`src/hdl/gyrsp_pkg.sv`:
```
// package: constants, register map and command layout for the gyro spi host
package gyrsp_pkg;

  // device register addresses
  localparam logic [5:0] ADDR_READY_SYNC = 6'h01;
  localparam logic [5:0] ADDR_RATE_OUT   = 6'h08;
  localparam logic [5:0] ADDR_TEMP_OUT   = 6'h0a;
  localparam logic [5:0] ADDR_RATE_SETUP = 6'h28;
  localparam logic [5:0] ADDR_TEMP_SETUP = 6'h2a;
  localparam logic [5:0] ADDR_RATE_CONV  = 6'h30;
  localparam logic [5:0] ADDR_TEMP_CONV  = 6'h32;
  localparam logic [5:0] ADDR_RESOLUTION = 6'h38;

  // command byte fields
  localparam int CMD_READ_BIT = 6;
  localparam logic [7:0] CMD_RATE_READ = 8'h48;
  localparam logic [7:0] CMD_TEMP_READ = 8'h4a;

  // bring-up values
  localparam logic [7:0] VAL_READY_SYNC  = 8'h38;
  localparam logic [7:0] VAL_CH_SETUP    = 8'h0a;
  localparam logic [7:0] VAL_CONV_TIME   = 8'h05;
  localparam logic [7:0] VAL_RES_24      = 8'h22;
  localparam logic [7:0] VAL_RES_16      = 8'h20;
  localparam int         RES_24_BIT      = 1;
  localparam int         SYNC_EN_BIT     = 0;
  localparam int         ALL_CH_BIT      = 3;

  // host control registers (software side)
  localparam logic [3:0] HREG_CTRL      = 4'h0;
  localparam logic [3:0] HREG_STATUS    = 4'h1;
  localparam logic [3:0] HREG_RATE      = 4'h2;
  localparam logic [3:0] HREG_TEMP      = 4'h3;
  localparam logic [3:0] HREG_RAW_CMD   = 4'h4;
  localparam logic [3:0] HREG_RAW_DATA  = 4'h5;
  localparam logic [3:0] HREG_CLKDIV    = 4'h6;
  localparam logic [3:0] HREG_COUNT     = 4'h7;

  // ctrl bits
  localparam int CTRL_INIT     = 0;
  localparam int CTRL_AUTO     = 1;
  localparam int CTRL_USE_TEMP = 2;
  localparam int CTRL_RES24    = 3;
  localparam int CTRL_SYNC_EN  = 4;
  localparam int CTRL_ALL_CH   = 5;
  localparam int CTRL_RAW_GO   = 6;
  localparam int CTRL_SYNC_OUT = 7;

  // timing
  localparam int CLK_HZ        = 50_000_000;
  localparam int SYNC_MIN_NS   = 50;
  localparam int SYNC_MIN_CYC  = (SYNC_MIN_NS * (CLK_HZ / 1_000_000) + 999) / 1000;
  localparam logic [7:0] CLKDIV_RESET = 8'h04;
endpackage : gyrsp_pkg

```
`src/hdl/gyrsp_if.sv`:
```
// interface: byte engine carrier between sequencer and spi shifter
`timescale 1ns/1ps
interface gyrsp_if;
  logic       start;
  logic       last;
  logic [7:0] tx_byte;
  logic       done;
  logic [7:0] rx_byte;
  logic       busy;
  logic [7:0] half_div;

  modport master (output start, last, tx_byte, half_div, input done, rx_byte, busy);
  modport shifter (input start, last, tx_byte, half_div, output done, rx_byte, busy);
endinterface : gyrsp_if

```
`src/hdl/gyrsp_shift.sv`:
```
// module: spi mode-3 byte shifter with chip select handling
`timescale 1ns/1ps
module gyrsp_shift (
  input  wire logic clk_sys,
  input  wire logic sys_rst,
  gyrsp_if.shifter  bus,
  input  wire logic sdo_sync,
  output logic      sclk_reg,
  output logic      cs_n_reg,
  output logic      sdi_reg
);
  logic [7:0] div_cnt_reg;
  logic [7:0] sh_reg;
  logic [3:0] bit_cnt_reg;
  logic       active_reg;
  logic       last_reg;
  logic       done_reg;
  logic       tail_reg;
  wire        tick = active_reg && (div_cnt_reg == 8'h00);
  wire        byte_end = tick && sclk_reg == 1'b0 && bit_cnt_reg == 4'h7;

  assign bus.done    = done_reg;
  assign bus.rx_byte = sh_reg;
  assign bus.busy    = active_reg;

  // ==========================================================
  // divider and shift: data out on falling, sampled on rising
  always_ff @(posedge clk_sys) begin
    done_reg <= 1'b0;
    if (sys_rst) begin
      div_cnt_reg <= 8'h00;
      sh_reg      <= 8'h00;
      bit_cnt_reg <= 4'h0;
      active_reg  <= 1'b0;
      last_reg    <= 1'b0;
      tail_reg    <= 1'b0;
      sclk_reg    <= 1'b1;
      cs_n_reg    <= 1'b1;
      sdi_reg     <= 1'b0;
    end else if (bus.start && !active_reg) begin
      cs_n_reg    <= 1'b0;
      active_reg  <= 1'b1;
      last_reg    <= bus.last;
      sh_reg      <= bus.tx_byte;
      bit_cnt_reg <= 4'h0;
      div_cnt_reg <= bus.half_div;
    end else if (tick && tail_reg) begin
      // one half period with clock high before select rises
      tail_reg   <= 1'b0;
      active_reg <= 1'b0;
      done_reg   <= 1'b1;
      cs_n_reg   <= 1'b1;
    end else if (tick) begin
      div_cnt_reg <= bus.half_div;
      if (sclk_reg) begin
        sclk_reg <= 1'b0;
        sdi_reg  <= sh_reg[7];
      end else begin
        sclk_reg    <= 1'b1;
        sh_reg      <= {sh_reg[6:0], sdo_sync};
        bit_cnt_reg <= bit_cnt_reg + 4'h1;
        if (byte_end && last_reg) begin
          tail_reg <= 1'b1;
        end else if (byte_end) begin
          active_reg <= 1'b0;
          done_reg   <= 1'b1;
        end
      end
    end else if (active_reg) begin
      div_cnt_reg <= div_cnt_reg - 8'h01;
    end
  end
endmodule : gyrsp_shift

```
`src/hdl/gyrsp_host.sv`:
```
// module: host controller that configures and reads the gyro over spi
//
// Added by the designer: strobed register access.
`timescale 1ns/1ps
module gyrsp_host (
  input  wire logic       clk_sys,
  input  wire logic       sys_rst,
  input  wire logic [3:0] reg_addr,
  input  wire logic [31:0] reg_wdata,
  input  wire logic       reg_wr,
  input  wire logic       reg_rd,
  output logic [31:0]     reg_rdata,
  output logic            spi_sclk,
  output logic            spi_cs_n,
  output logic            spi_sdi,
  input  wire logic       spi_sdo,
  input  wire logic       rdy_pin,
  output logic            sync_n_out
);
  typedef enum logic [7:0] {
    ST_IDLE = 8'b0000_0001,
    ST_CMD  = 8'b0000_0010,
    ST_WAIT = 8'b0000_0100,
    ST_DATA = 8'b0000_1000,
    ST_NEXT = 8'b0001_0000,
    ST_DONE = 8'b0010_0000,
    ST_RDY  = 8'b0100_0000,
    ST_PAUSE = 8'b1000_0000
  } gyrsp_state_t;

  gyrsp_if eng ();

  logic [2:0]  sdo_pipe_reg;
  logic [2:0]  rdy_pipe_reg;
  logic        sdo_s_reg;
  logic        rdy_s_reg;
  gyrsp_state_t st_reg;
  logic [7:0]  ctrl_reg;
  logic [7:0]  div_reg;
  logic [7:0]  raw_cmd_reg;
  logic [7:0]  raw_data_reg;
  logic [23:0] rate_reg;
  logic [23:0] temp_reg;
  logic [23:0] acc_reg;
  logic [15:0] count_reg;
  logic [3:0]  step_reg;
  logic [1:0]  left_reg;
  logic        is_read_reg;
  logic        is_raw_reg;
  logic        configured_reg;
  logic        busy_reg;
  logic        raw_pend_reg;
  logic        temp_turn_reg;
  logic        err_reg;
  logic [7:0]  cmd_reg;
  logic [7:0]  wval_reg;
  logic        start_reg;
  logic        last_reg;
  logic [7:0]  tx_reg;
  logic [31:0] rdata_reg;

  // ==========================================================
  // pin input synchronisers: change counts when stages 2 and 3 agree
  always_ff @(posedge clk_sys) begin
    if (sys_rst) begin
      sdo_pipe_reg <= 3'h0;
      rdy_pipe_reg <= 3'h7;
      sdo_s_reg    <= 1'b0;
      rdy_s_reg    <= 1'b1;
    end else begin
      sdo_pipe_reg <= {sdo_pipe_reg[1:0], spi_sdo};
      rdy_pipe_reg <= {rdy_pipe_reg[1:0], rdy_pin};
      if (sdo_pipe_reg[1] == sdo_pipe_reg[2]) begin
        sdo_s_reg <= sdo_pipe_reg[2];
      end
      if (rdy_pipe_reg[1] == rdy_pipe_reg[2]) begin
        rdy_s_reg <= rdy_pipe_reg[2];
      end
    end
  end

  // ==========================================================
  // bring-up table
  function automatic logic [15:0] init_step(input logic [3:0] idx, input logic [7:0] c);
    logic [7:0] res;
    res = c[gyrsp_pkg::CTRL_RES24] ? gyrsp_pkg::VAL_RES_24 : gyrsp_pkg::VAL_RES_16;
    unique case (idx)
      // fixed nibble from the bring-up value, any/all and sync bits from ctrl
      4'h0: init_step = {2'b00, gyrsp_pkg::ADDR_READY_SYNC,
                         gyrsp_pkg::VAL_READY_SYNC[7:4],
                         c[gyrsp_pkg::CTRL_ALL_CH],
                         2'b00,
                         c[gyrsp_pkg::CTRL_SYNC_EN]};
      4'h1: init_step = {2'b00, gyrsp_pkg::ADDR_RATE_SETUP, gyrsp_pkg::VAL_CH_SETUP};
      4'h2: init_step = {2'b00, gyrsp_pkg::ADDR_RATE_CONV, gyrsp_pkg::VAL_CONV_TIME};
      4'h3: init_step = {2'b00, gyrsp_pkg::ADDR_TEMP_SETUP, gyrsp_pkg::VAL_CH_SETUP};
      4'h4: init_step = {2'b00, gyrsp_pkg::ADDR_TEMP_CONV, gyrsp_pkg::VAL_CONV_TIME};
      default: init_step = {2'b00, gyrsp_pkg::ADDR_RESOLUTION, res};
    endcase
  endfunction : init_step

  // the 3-flop sdo filter needs a half period of at least five cycles
  wire        div_ok = reg_wdata[7:0] >= gyrsp_pkg::CLKDIV_RESET;

  // data bytes of a read: 24-bit gives three, 16-bit two
  wire [1:0] data_bytes = ctrl_reg[gyrsp_pkg::CTRL_RES24] ? 2'd3 : 2'd2;
  wire [15:0] step_word = init_step(step_reg, ctrl_reg);
  wire        skip_temp = !ctrl_reg[gyrsp_pkg::CTRL_USE_TEMP] &&
                          (step_reg == 4'h3 || step_reg == 4'h4);
  wire        want_init = ctrl_reg[gyrsp_pkg::CTRL_INIT] && !configured_reg;
  wire        want_auto = ctrl_reg[gyrsp_pkg::CTRL_AUTO] && configured_reg && !rdy_s_reg;
  wire        sw_ctrl_wr = reg_wr && reg_addr == gyrsp_pkg::HREG_CTRL;
  wire [23:0] acc_shift = {acc_reg[15:0], eng.rx_byte};

  assign eng.start    = start_reg;
  assign eng.last     = last_reg;
  assign eng.tx_byte  = tx_reg;
  assign eng.half_div = div_reg;

  gyrsp_shift u_shift (
    .clk_sys  (clk_sys),
    .sys_rst  (sys_rst),
    .bus      (eng.shifter),
    .sdo_sync (sdo_s_reg),
    .sclk_reg (spi_sclk),
    .cs_n_reg (spi_cs_n),
    .sdi_reg  (spi_sdi)
  );

  // ==========================================================
  // software registers
  always_ff @(posedge clk_sys) begin
    if (sys_rst) begin
      ctrl_reg     <= 8'h8c;
      div_reg      <= gyrsp_pkg::CLKDIV_RESET;
      raw_cmd_reg  <= 8'h00;
      raw_pend_reg <= 1'b0;
      sync_n_out   <= 1'b1;
    end else begin
      if (sw_ctrl_wr) begin
        ctrl_reg   <= reg_wdata[7:0];
        sync_n_out <= reg_wdata[gyrsp_pkg::CTRL_SYNC_OUT];
      end
      if (reg_wr && reg_addr == gyrsp_pkg::HREG_CLKDIV && div_ok) begin
        div_reg <= reg_wdata[7:0];
      end
      if (reg_wr && reg_addr == gyrsp_pkg::HREG_RAW_CMD) begin
        raw_cmd_reg <= {1'b0, reg_wdata[6:0]};
      end
      if (reg_wr && reg_addr == gyrsp_pkg::HREG_RAW_DATA) begin
        raw_data_reg <= reg_wdata[7:0];
      end
      if (sw_ctrl_wr && reg_wdata[gyrsp_pkg::CTRL_RAW_GO]) begin
        raw_pend_reg <= 1'b1;
      end else if (st_reg == ST_IDLE && raw_pend_reg && configured_reg) begin
        raw_pend_reg <= 1'b0;
      end
    end
  end

  wire [31:0] status_word = {20'h0, err_reg, temp_turn_reg, rdy_s_reg,
                             configured_reg, busy_reg, raw_pend_reg, 6'h0};
  wire [31:0] rd_mux =
    reg_addr == gyrsp_pkg::HREG_CTRL     ? {24'h0, ctrl_reg} :
    reg_addr == gyrsp_pkg::HREG_STATUS   ? status_word :
    reg_addr == gyrsp_pkg::HREG_RATE     ? {8'h0, rate_reg} :
    reg_addr == gyrsp_pkg::HREG_TEMP     ? {8'h0, temp_reg} :
    reg_addr == gyrsp_pkg::HREG_RAW_CMD  ? {24'h0, raw_cmd_reg} :
    reg_addr == gyrsp_pkg::HREG_RAW_DATA ? {24'h0, raw_data_reg} :
    reg_addr == gyrsp_pkg::HREG_CLKDIV   ? {24'h0, div_reg} :
    reg_addr == gyrsp_pkg::HREG_COUNT    ? {16'h0, count_reg} : 32'h0;

  always_ff @(posedge clk_sys) begin
    if (sys_rst) begin
      reg_rdata <= 32'h0;
    end else begin
      reg_rdata <= reg_rd ? rd_mux : 32'h0;
    end
  end

  // ==========================================================
  // transaction sequencer
  always_ff @(posedge clk_sys) begin
    start_reg <= 1'b0;
    if (sys_rst) begin
      st_reg         <= ST_IDLE;
      step_reg       <= 4'h0;
      left_reg       <= 2'd0;
      is_read_reg    <= 1'b0;
      is_raw_reg     <= 1'b0;
      configured_reg <= 1'b0;
      busy_reg       <= 1'b0;
      temp_turn_reg  <= 1'b0;
      err_reg        <= 1'b0;
      cmd_reg        <= 8'h00;
      wval_reg       <= 8'h00;
      last_reg       <= 1'b0;
      tx_reg         <= 8'h00;
      acc_reg        <= 24'h0;
      rate_reg       <= 24'h0;
      temp_reg       <= 24'h0;
      count_reg      <= 16'h0;
    end else begin
      if (sw_ctrl_wr && reg_wdata[gyrsp_pkg::CTRL_INIT] == 1'b0) begin
        configured_reg <= 1'b0;
      end
      unique case (st_reg)
        ST_IDLE: begin
          busy_reg <= 1'b0;
          if (want_init) begin
            if (skip_temp) begin
              step_reg <= step_reg + 4'h1;
            end else begin
              cmd_reg     <= {2'b00, step_word[13:8]};
              wval_reg    <= step_word[7:0];
              is_read_reg <= 1'b0;
              is_raw_reg  <= 1'b0;
              st_reg      <= ST_CMD;
            end
          end else if (raw_pend_reg && configured_reg) begin
            cmd_reg     <= raw_cmd_reg;
            wval_reg    <= raw_data_reg;
            is_read_reg <= raw_cmd_reg[gyrsp_pkg::CMD_READ_BIT];
            is_raw_reg  <= 1'b1;
            st_reg      <= ST_CMD;
          end else if (want_auto) begin
            cmd_reg <= (temp_turn_reg && ctrl_reg[gyrsp_pkg::CTRL_USE_TEMP]) ?
                       gyrsp_pkg::CMD_TEMP_READ : gyrsp_pkg::CMD_RATE_READ;
            is_read_reg <= 1'b1;
            is_raw_reg  <= 1'b0;
            st_reg      <= ST_CMD;
          end
        end
        ST_CMD: begin
          busy_reg  <= 1'b1;
          tx_reg    <= cmd_reg;
          last_reg  <= 1'b0;
          start_reg <= 1'b1;
          left_reg  <= is_read_reg ? data_bytes : 2'd1;
          acc_reg   <= 24'h0;
          st_reg    <= ST_WAIT;
        end
        ST_WAIT: begin
          // command byte still shifting
          if (eng.done) begin
            st_reg <= ST_DATA;
          end
        end
        ST_DATA: begin
          // reads send zero filler while the device answers
          tx_reg    <= is_read_reg ? 8'h00 : wval_reg;
          last_reg  <= left_reg == 2'd1;
          start_reg <= 1'b1;
          st_reg    <= ST_NEXT;
        end
        ST_NEXT: begin
          if (eng.done) begin
            acc_reg  <= acc_shift;
            left_reg <= left_reg - 2'd1;
            st_reg   <= (left_reg == 2'd1) ? ST_DONE : ST_DATA;
          end
        end
        ST_DONE: begin
          if (is_raw_reg) begin
            if (is_read_reg) begin
              rate_reg <= (cmd_reg[5:0] == gyrsp_pkg::ADDR_RATE_OUT) ? acc_reg : rate_reg;
              temp_reg <= (cmd_reg[5:0] == gyrsp_pkg::ADDR_TEMP_OUT) ? acc_reg : temp_reg;
            end
          end else if (is_read_reg) begin
            if (cmd_reg == gyrsp_pkg::CMD_TEMP_READ) begin
              temp_reg <= acc_reg;
            end else begin
              rate_reg <= acc_reg;
            end
            count_reg     <= count_reg + 16'h1;
            temp_turn_reg <= !temp_turn_reg;
          end else begin
            step_reg <= step_reg + 4'h1;
            if (step_reg == 4'h5) begin
              configured_reg <= 1'b1;
              step_reg       <= 4'h0;
            end
          end
          st_reg <= is_read_reg && !is_raw_reg ? ST_RDY : ST_PAUSE;
        end
        ST_RDY: begin
          // device raises data-ready after a read; move on when it is high or the shifter is idle, stay and flag an error while it is low and the shifter is busy
          if (rdy_s_reg) begin
            st_reg <= ST_PAUSE;
          end else if (eng.busy) begin
            err_reg <= 1'b1;
          end else begin
            st_reg <= ST_PAUSE;
          end
        end
        ST_PAUSE: begin
          // let the shifter release select before the next frame
          if (!eng.busy) begin
            st_reg <= ST_IDLE;
          end
        end
        default: begin
          st_reg <= ST_IDLE;
        end
      endcase
    end
  end
endmodule : gyrsp_host

```
`config.mk`:
```
export PLATFORM = sky130hd
export DESIGN_NAME = gyrsp_host
export DESIGN_NICKNAME = d
export VERILOG_FILES = /design/src/hdl/gyrsp_pkg.sv /design/src/hdl/gyrsp_if.sv /design/src/hdl/gyrsp_shift.sv /design/src/hdl/gyrsp_host.sv
export SDC_FILE = /design/constraint.sdc
export NUM_CORES = 1
export LEC_CHECK = 0
export ABC_CLOCK_PERIOD_IN_PS = 2200
export BUFFER_PORTS_ARGS = -buffer_cell sky130_fd_sc_hd__buf_4
export CORE_ASPECT_RATIO = 1.25
export CORE_UTILIZATION = 51
export CTS_CLUSTER_DIAMETER = 120
export DETAILED_ROUTE_END_ITERATION = 10
export PLACE_DENSITY = 0.72
export REMOVE_ABC_BUFFERS = 1
export SLEW_MARGIN = 15
export SYNTH_ARGS = -nofsm -noshare
export SYNTH_HDL_FRONTEND = slang
export SYNTH_HIERARCHICAL = 1
export SYNTH_SLANG_ARGS = --single-unit
```
`constraint.sdc`:
```
create_clock -name clk_sys -period 2.2 [get_ports clk_sys]
set_input_delay 0.11 -clock clk_sys [delete_from_list [all_inputs] [get_ports clk_sys]]
set_output_delay 0.11 -clock clk_sys [all_outputs]
set_load 0.03 [all_outputs]
```
==> results.rst, run 1 <==
.. list-table::
   :header-rows: 1

   * - Metric
     - Value
   * - Clock tree from TritonCTS
     - yes
   * - Slowest cell on the critical path
     - sky130_fd_sc_hd__or4b_1
   * - Routed Antenna Nets
     - 0
   * - Power per cell area
     - 727.2 nW/µm²
   * - Type of the worst min-delay path
     - in2reg
   * - Max Cap Violations
     - 0
   * - Total CTS buffers
     - 23
   * - Violations in the final reports
     - design-rule violations
   * - Gpl congestion
     - 0.9223
   * - Synth area leader
     - sky130_fd_sc_hd__dfxtp_1
   * - Final setup violation count
     - 0
   * - Library cells used by synthesis
     - 80
   * - Hold slack final
     - 0.03842 ns
   * - Stages on the worst setup path
     - 6
   * - Number of clock sinks
     - 223
   * - Wire length after detailed routing
     - 24910 µm
   * - 1st-pass router iterations
     - 8
   * - Cell count of the worst reg-to-reg path
     - 6
   * - Fillers
     - between 1500 and 2000
   * - Crit path buffers/inverters
     - 1
   * - Ratio of cells with drive above 1 in the final layout
     - 0.1497
   * - Total congestion overflow
     - 0
   * - IR Drop Worst-Case VDD
     - 0.7018 mV
   * - Routed vias
     - 8030
   * - Number of post-CTS setup repair buffers
     - 0
   * - Drt first-iter violations
     - 644
   * - Antenna diode instance count
     - 0
   * - Total track usage
     - 0.2569
   * - Leakage dissipation
     - 4.190 nW
   * - Detailed placement HPWL
     - 17200 µm
   * - Slew @ Worst Pin
     - 0.6204 ns
   * - Effective utilization at floorplan
     - 0.5260
   * - Die area
     - approximately 20000 µm²
   * - Number of placement rows
     - 55
   * - CP required
     - 2.59 ns
   * - Depth of the worst hold-timing path
     - 4
   * - Final period util
     - 0.9323
   * - Clock Path Buffers
     - 3
   * - Top cell type's share of synthesized area
     - 0.4470
   * - Clock slew at the register clock pins of the worst setup and hold paths
     - 0.06 ns
   * - Source-to-sink clock delay at the later pin of the worst-skew pair
     - 0.52 ns
   * - Flip-flop cell with the highest count after synthesis
     - sky130_fd_sc_hd__dfxtp_1
   * - Pin count of the biggest net entering global routing
     - around 130
   * - Post-synth design cell area
     - between 9000 and 10000 µm²
   * - R2R Setup Slk
     - 0.15 ns
   * - Setup repair after global routing missed its margin
     - false
   * - Setup tns final
     - 0 ns
   * - Sort of element at the start of the critical path
     - flip-flop
   * - Synthesized flop and latch total
     - 223
   * - Cell class contributing the biggest share of worst-path delay
     - simple AND/OR/NAND/NOR gates
   * - Warnings from Yosys
     - 6
   * - Skew final
     - around 0.024 ns
   * - Async set or reset register ratio after synthesis
     - 0
   * - Proportion of synthesized chip area in sequential cells
     - 0.4719
   * - Io pins
     - 78
   * - Delay of the slowest critical-path stage
     - 0.68 ns
   * - Via count of the first global-routing pass
     - 7603
   * - Crit Path Max Fanout
     - 24
   * - Global-route wire length before repair
     - 39900 µm
   * - # H-tree levels
     - 1
   * - Post-Synthesis Cells
     - 1067
   * - Final critical path time including I/O delays and setup
     - around 2.1 ns
   * - Buffer type at the clock tree root
     - sky130_fd_sc_hd__clkbuf_16
   * - DRC violations left
     - 10
   * - Initial antenna violation count
     - 0
   * - Result of the run
     - finished with violations
   * - Total Nets Final
     - about 1200
   * - Normalized max-slew margin
     - 0.5864
   * - Core Box Area
     - 18310 µm²
   * - Crit path kind
     - reg2reg
   * - Data arrival time of the worst path
     - about 2.4 ns
   * - Total Power
     - around 0.008 W
   * - Worst-path cell chain
     - or4b_1 -> nor3_4 -> o311ai_4 -> buf_12 -> mux2i_1 -> nor2_1
   * - Routed via count divided by cell count
     - 5.861
   * - Fin. max-slew vios
     - 0
   * - Port Buf Inserts
     - 45
   * - Upper clock frequency limit
     - slightly below 500 MHz
   * - Final hold violation count
     - 0
   * - Synth-to-layout area growth
     - 16.20%
   * - Top area cells in the synthesized netlist
     - sky130_fd_sc_hd__dfxtp_1 45%, sky130_fd_sc_hd__nand2_1 5.5%, sky130_fd_sc_hd__nor2_1 5.5%, sky130_fd_sc_hd__mux2i_1 4.9%, sky130_fd_sc_hd__a21oi_1 4.6%
   * - Number of enable flip-flop cells after synthesis
     - 8
   * - Die Width
     - 124.9 µm
   * - Endpoint kind of the worst setup timing path
     - flip-flop
   * - Wire per inst
     - 18.18 µm
   * - Average size of a mapped cell
     - 9.025 µm²
   * - Vertical die dimension
     - 155.6 µm
==> path summary, 6_finish.rpt <==
check | startpoint | endpoint
max | st_reg[1] | rate_reg[5]
min | reg_addr[2] | reg_rdata[7]
max reg2reg | st_reg[1] | rate_reg[5]
min reg2reg | rdy_pipe_reg[0] | rdy_pipe_reg[1]
==> area by class of cell <==
cell class                      count  area (µm²)  share of cell area
Clock inverter                      9       87.58            0.007827
Inverter                           18       67.56            0.006038
Multi-Input combinational cell    753        4668              0.4172
Clock buffer                       30       631.9             0.05647
Timing Repair Buffer              109       904.6             0.08085
Tap cell                          228       285.3             0.02549
Sequential cell                   223        4544              0.4061
==> per-layer routing <==
layer	part of all wire	vias up	routed length, µm	track usage
met5	0	-	0	0
met2	0.50	277	12440	0.4644
met1	0.40	3794	9986	0.3065
li1	-	3892	-	-
met3	0.055	67	1380	0.02881
met4	0.044	0	1100	0.1190
==> cell families after synthesis <==
kind of cell | share of synthesized area
DFF | 0.4719
other | 0.0003894
adders and majority gates | 0.01169
and+or+nand+nor | 0.2093
buffers and inverters | 0.04912
xor gates and xnor gates | 0.01910
muxes | 0.06666
AOI/OAI and AO/OA | 0.1718
==> metrics by stage <==
step | std cells | instance area [µm²] | setup slack [ns] | util
5_1_grt | 1370 | 11190 | 0.03177 | 0.6113
3_5_place_dp | 1318 | 10310 | -0.05330 | 0.5632
6_report | 1370 | 11190 | 0.1489 | 0.6113
4_1_cts | 1370 | 11170 | 0.003348 | 0.6102
2_1_floorplan | 994 | 9250 | -0.1627 | -
3_3_place_gp | 1318 | 10310 | -0.03294 | 0.5632
==> synth_stat cells, drive strengths merged, types with 5 or more instances <==
library cell / count
dfxtp: 215
nor2: 144
nand2: 140
a21oi: 89
a22oi: 49
mux2i: 48
clkbuf: 46
buf: 34
nand3: 29
o21ai: 21
inv: 17
a311oi: 16
nor3: 16
xor2: 16
a211oi: 13
nand2b: 13
nor2b: 13
and3: 10
ha: 9
nor4: 9
edfxtp: 8
nand4: 8
and2: 6
a31oi: 5
mux4: 5
o31ai: 5
or2: 5
xnor2: 5
==> worst register-to-register path, cell delays in order (launching register included) <==
cell and delay [ns]:
sky130_fd_sc_hd__dfxtp_1 0.35, sky130_fd_sc_hd__or4b_1 0.68, sky130_fd_sc_hd__nor3_4 0.27, sky130_fd_sc_hd__o311ai_4 0.16
sky130_fd_sc_hd__buf_12 0.21, sky130_fd_sc_hd__mux2i_1 0.22, sky130_fd_sc_hd__nor2_1 0.05
==> placed cells by master, fill, tap and decap left out, drive strengths merged, types with 5 or more instances in the layout <==
| master | n |
|---|---|
| o21ai | 21 |
| a211oi | 13 |
| mux2i | 48 |
| ha | 9 |
| a311oi | 16 |
| mux4 | 5 |
| clkbuf | 30 |
| nand2 | 140 |
| a22oi | 49 |
| xor2 | 16 |
| and3 | 10 |
| edfxtp | 8 |
| clkinv | 7 |
| o31ai | 5 |
| a31oi | 5 |
| nor2b | 13 |
| buf | 96 |
| or2 | 5 |
| dfxtp | 215 |
| nand2b | 13 |
| nor4 | 9 |
| a21oi | 89 |
| nor2 | 144 |
| conb | 8 |
| nor3 | 16 |
| and2 | 6 |
| dlygate4sd3 | 13 |
| nand3 | 29 |
| nand4 | 8 |
| xnor2 | 5 |
| inv | 18 |
==> power breakdown <==
| group | switching, W | total (W) | internal, W |
|---|---|---|---|
| logic | 0.000198 | 0.000304 | 0.000106 |
| registers | 0.0000165 | 0.00410 | 0.00408 |
| clock network | 0.00159 | 0.00374 | 0.00215 |
| total | 0.00180 | 0.00814 | 0.00633 |
==> timing repair <==
action / CTS / global route
hold buffers: 13 / 0
resized for setup: 2 / 5
endpoints found under the setup margin: 4 / 99
hold endpoints to repair: 48 / 0
No activity file was read; power rests on OpenSTA's default activity.
==> run 2, diff against run 1 <==
--- a/config.mk
+++ b/config.mk
@@ -8,10 +8,11 @@
 export ABC_CLOCK_PERIOD_IN_PS = 2200
 export BUFFER_PORTS_ARGS = -buffer_cell sky130_fd_sc_hd__buf_4
 export CORE_ASPECT_RATIO = 1.25
-export CORE_UTILIZATION = 51
+export CORE_UTILIZATION = 33
+export CTS_BUF_LIST = sky130_fd_sc_hd__clkbuf_16
 export CTS_CLUSTER_DIAMETER = 120
 export DETAILED_ROUTE_END_ITERATION = 10
-export PLACE_DENSITY = 0.72
+export PLACE_DENSITY = 0.51
 export REMOVE_ABC_BUFFERS = 1
 export SLEW_MARGIN = 15
 export SYNTH_ARGS = -nofsm -noshare
==> run 2 against run 1 <==
Net effect: the flow now finishes without violations; largest cell class unchanged; combinational power up 4%; non-clock buffer count up 5; die area up 54%.
==> results.rst, run 2 (same netlist as run 1, synthesis figures left out) <==
.. list-table::
   :header-rows: 1

   * - Metric
     - Value
   * - Port Buf Inserts
     - 45
   * - Total Nets Final
     - around 1200
   * - Io pins
     - 78
   * - Vertical die dimension
     - 193.0 µm
   * - Crit Path Max Fanout
     - 24
   * - Core Box Area
     - 28580 µm²
   * - Wire length after detailed routing
     - 27510 µm
   * - Synth-to-layout area growth
     - 18.15%
   * - Setup tns final
     - 0 ns
   * - Endpoint kind of the worst setup timing path
     - flip-flop
   * - DRC violations left
     - 0
   * - Antenna diode instance count
     - 0
   * - Routed via count divided by cell count
     - 5.062
   * - Pin count of the biggest net entering global routing
     - 61
   * - CP required
     - about 2.6 ns
   * - Leakage dissipation
     - 4.220 nW
   * - Ratio of cells with drive above 1 in the final layout
     - 0.1473
   * - Most used cells in the layout excluding fill and tap cells
     - 215 x sky130_fd_sc_hd__dfxtp_1, 140 x sky130_fd_sc_hd__nand2_1, 140 x sky130_fd_sc_hd__nor2_1
   * - Die Width
     - 154.8 µm
   * - Fin. max-slew vios
     - 0
   * - Worst setup path endpoint
     - acc_reg[9]
   * - 1st-pass router iterations
     - 7
   * - Gpl congestion
     - 0.8164
   * - Effective utilization at floorplan
     - 0.3370
   * - Cell count of the worst reg-to-reg path
     - 6
   * - Global-route wire length before repair
     - ~43000 µm
   * - Crit path kind
     - reg2reg
   * - Routed vias
     - slightly below 8000
   * - Clock Path Buffers
     - 3
   * - # H-tree levels
     - 1
   * - Number of placement rows
     - 69
   * - Initial antenna violation count
     - 0
   * - Detailed placement HPWL
     - 19900 µm
   * - R2R Setup Slk
     - 0.14 ns
   * - Sort of element at the start of the critical path
     - flip-flop
   * - Hold slack final
     - approximately 0.044 ns
   * - Type of the worst min-delay path
     - in2reg
   * - Clock tree from TritonCTS
     - yes
   * - Total Power
     - 0.008015 W
   * - Destination of the worst register-to-register timing path
     - acc_reg[9]
   * - IR Drop Worst-Case VDD
     - 0.4791 mV
   * - Normalized max-slew margin
     - 0.5618
   * - Final hold violation count
     - 0
   * - Core occupancy in the finished layout
     - 0.3981
   * - Setup repair after global routing missed its margin
     - false
   * - Total congestion overflow
     - 0
   * - Final setup violation count
     - 0
   * - Total track usage
     - 0.1879
   * - Result of the run
     - complete, no violations
   * - Max Cap Violations
     - 0
   * - Buffer type at the clock tree root
     - sky130_fd_sc_hd__clkbuf_16
   * - Clock slew at the register clock pins of the worst setup and hold paths
     - 0.06 ns
   * - Via count of the first global-routing pass
     - between 7000 and 8000
   * - Wire per inst
     - around 18 µm
   * - Final critical path time including I/O delays and setup
     - 2.058 ns
   * - Worst setup path startpoint
     - st_reg[1]
   * - Most common cell after layout, fill and taps aside
     - sky130_fd_sc_hd__dfxtp_1
   * - Upper clock frequency limit
     - 485.9 MHz
   * - Source-to-sink clock delay at the later pin of the worst-skew pair
     - ~0.52 ns
   * - Routed Antenna Nets
     - 0
   * - Power per cell area
     - around 700 nW/µm²
   * - Total CTS buffers
     - 23
   * - Startpoint of the worst-slack reg-to-reg timing path
     - st_reg[1]
   * - Number of clock sinks
     - 223
   * - Data arrival time of the worst path
     - approximately 2.5 ns
   * - Drt first-iter violations
     - 422
   * - Number of post-CTS setup repair buffers
     - 0
   * - Die area
     - 29870 µm²
   * - Final period util
     - 0.9354
   * - Skew final
     - 0.01871 ns
   * - Slew @ Worst Pin
     - 0.6573 ns
## run 2: timing repair
| item | 4_1_cts | 5_1_grt |
|---|---|---|
| endpoints found under the setup margin | 0 | 39 |
| hold endpoints to repair | 35 | 0 |
| resized for setup | 0 | 2 |
| hold buffers | 12 | 0 |
## run 2: worst min path at each step
stage,from,to,cells past startpoint
global placement,rdy_pin,rdy_pipe_reg[0],2
finish,reg_addr[3],reg_rdata[7],4
CTS,reg_addr[3],reg_rdata[7],4
floorplan,sys_rst,u_shift/bus.rx_byte[5],1
detailed placement,rdy_pin,rdy_pipe_reg[0],2
global route,reg_addr[3],reg_rdata[7],4
## run 2: through the flow
step | setup slack [ns] | instances | area [µm²]
6_report | 0.1421 | 1537 | 11380
3_5_place_dp | 0.02585 | 1486 | 10580
3_3_place_gp | 0.005604 | 1486 | 10580
4_1_cts | 0.01575 | 1537 | 11370
5_1_grt | 0.01496 | 1537 | 11380
2_1_floorplan | -0.1627 | 994 | 9250
## run 2: worst max-delay path, stage by stage (launching register included)
cell and delay, ns:
sky130_fd_sc_hd__dfxtp_1 0.34, sky130_fd_sc_hd__buf_4 0.16, sky130_fd_sc_hd__or4b_1 0.56, sky130_fd_sc_hd__nor3_4 0.30
sky130_fd_sc_hd__buf_4 0.35, sky130_fd_sc_hd__a22oi_1 0.14, sky130_fd_sc_hd__nor2_1 0.12
## run 2: cell type report
class / count / area [µm²]
clock buffers: 23 / 575.6
clock inverters: 16 / 96.34
fillers: 2899 / 17200
inverters: 18 / 67.56
multi-input cells: 753 / 4653
flip-flops and latches: 223 / 4544
well taps: 390 / 488.0
repair buffers: 114 / 952.2
## run 2: per-layer routing
metal,vias up,GRT usage,wire length [µm]
met2,145,0.3472,14070
met4,0,0.05712,654
met1,3693,0.2267,11740
li1,3903,-,-
met5,-,0,0
met3,39,0.02347,1044
## run 2: power by group
part	switching, W	total, W	internal (W)
Combinational	0.000209	0.000317	0.000107
Sequential	0.0000145	0.00409	0.00408
Clock	0.00160	0.00360	0.00200
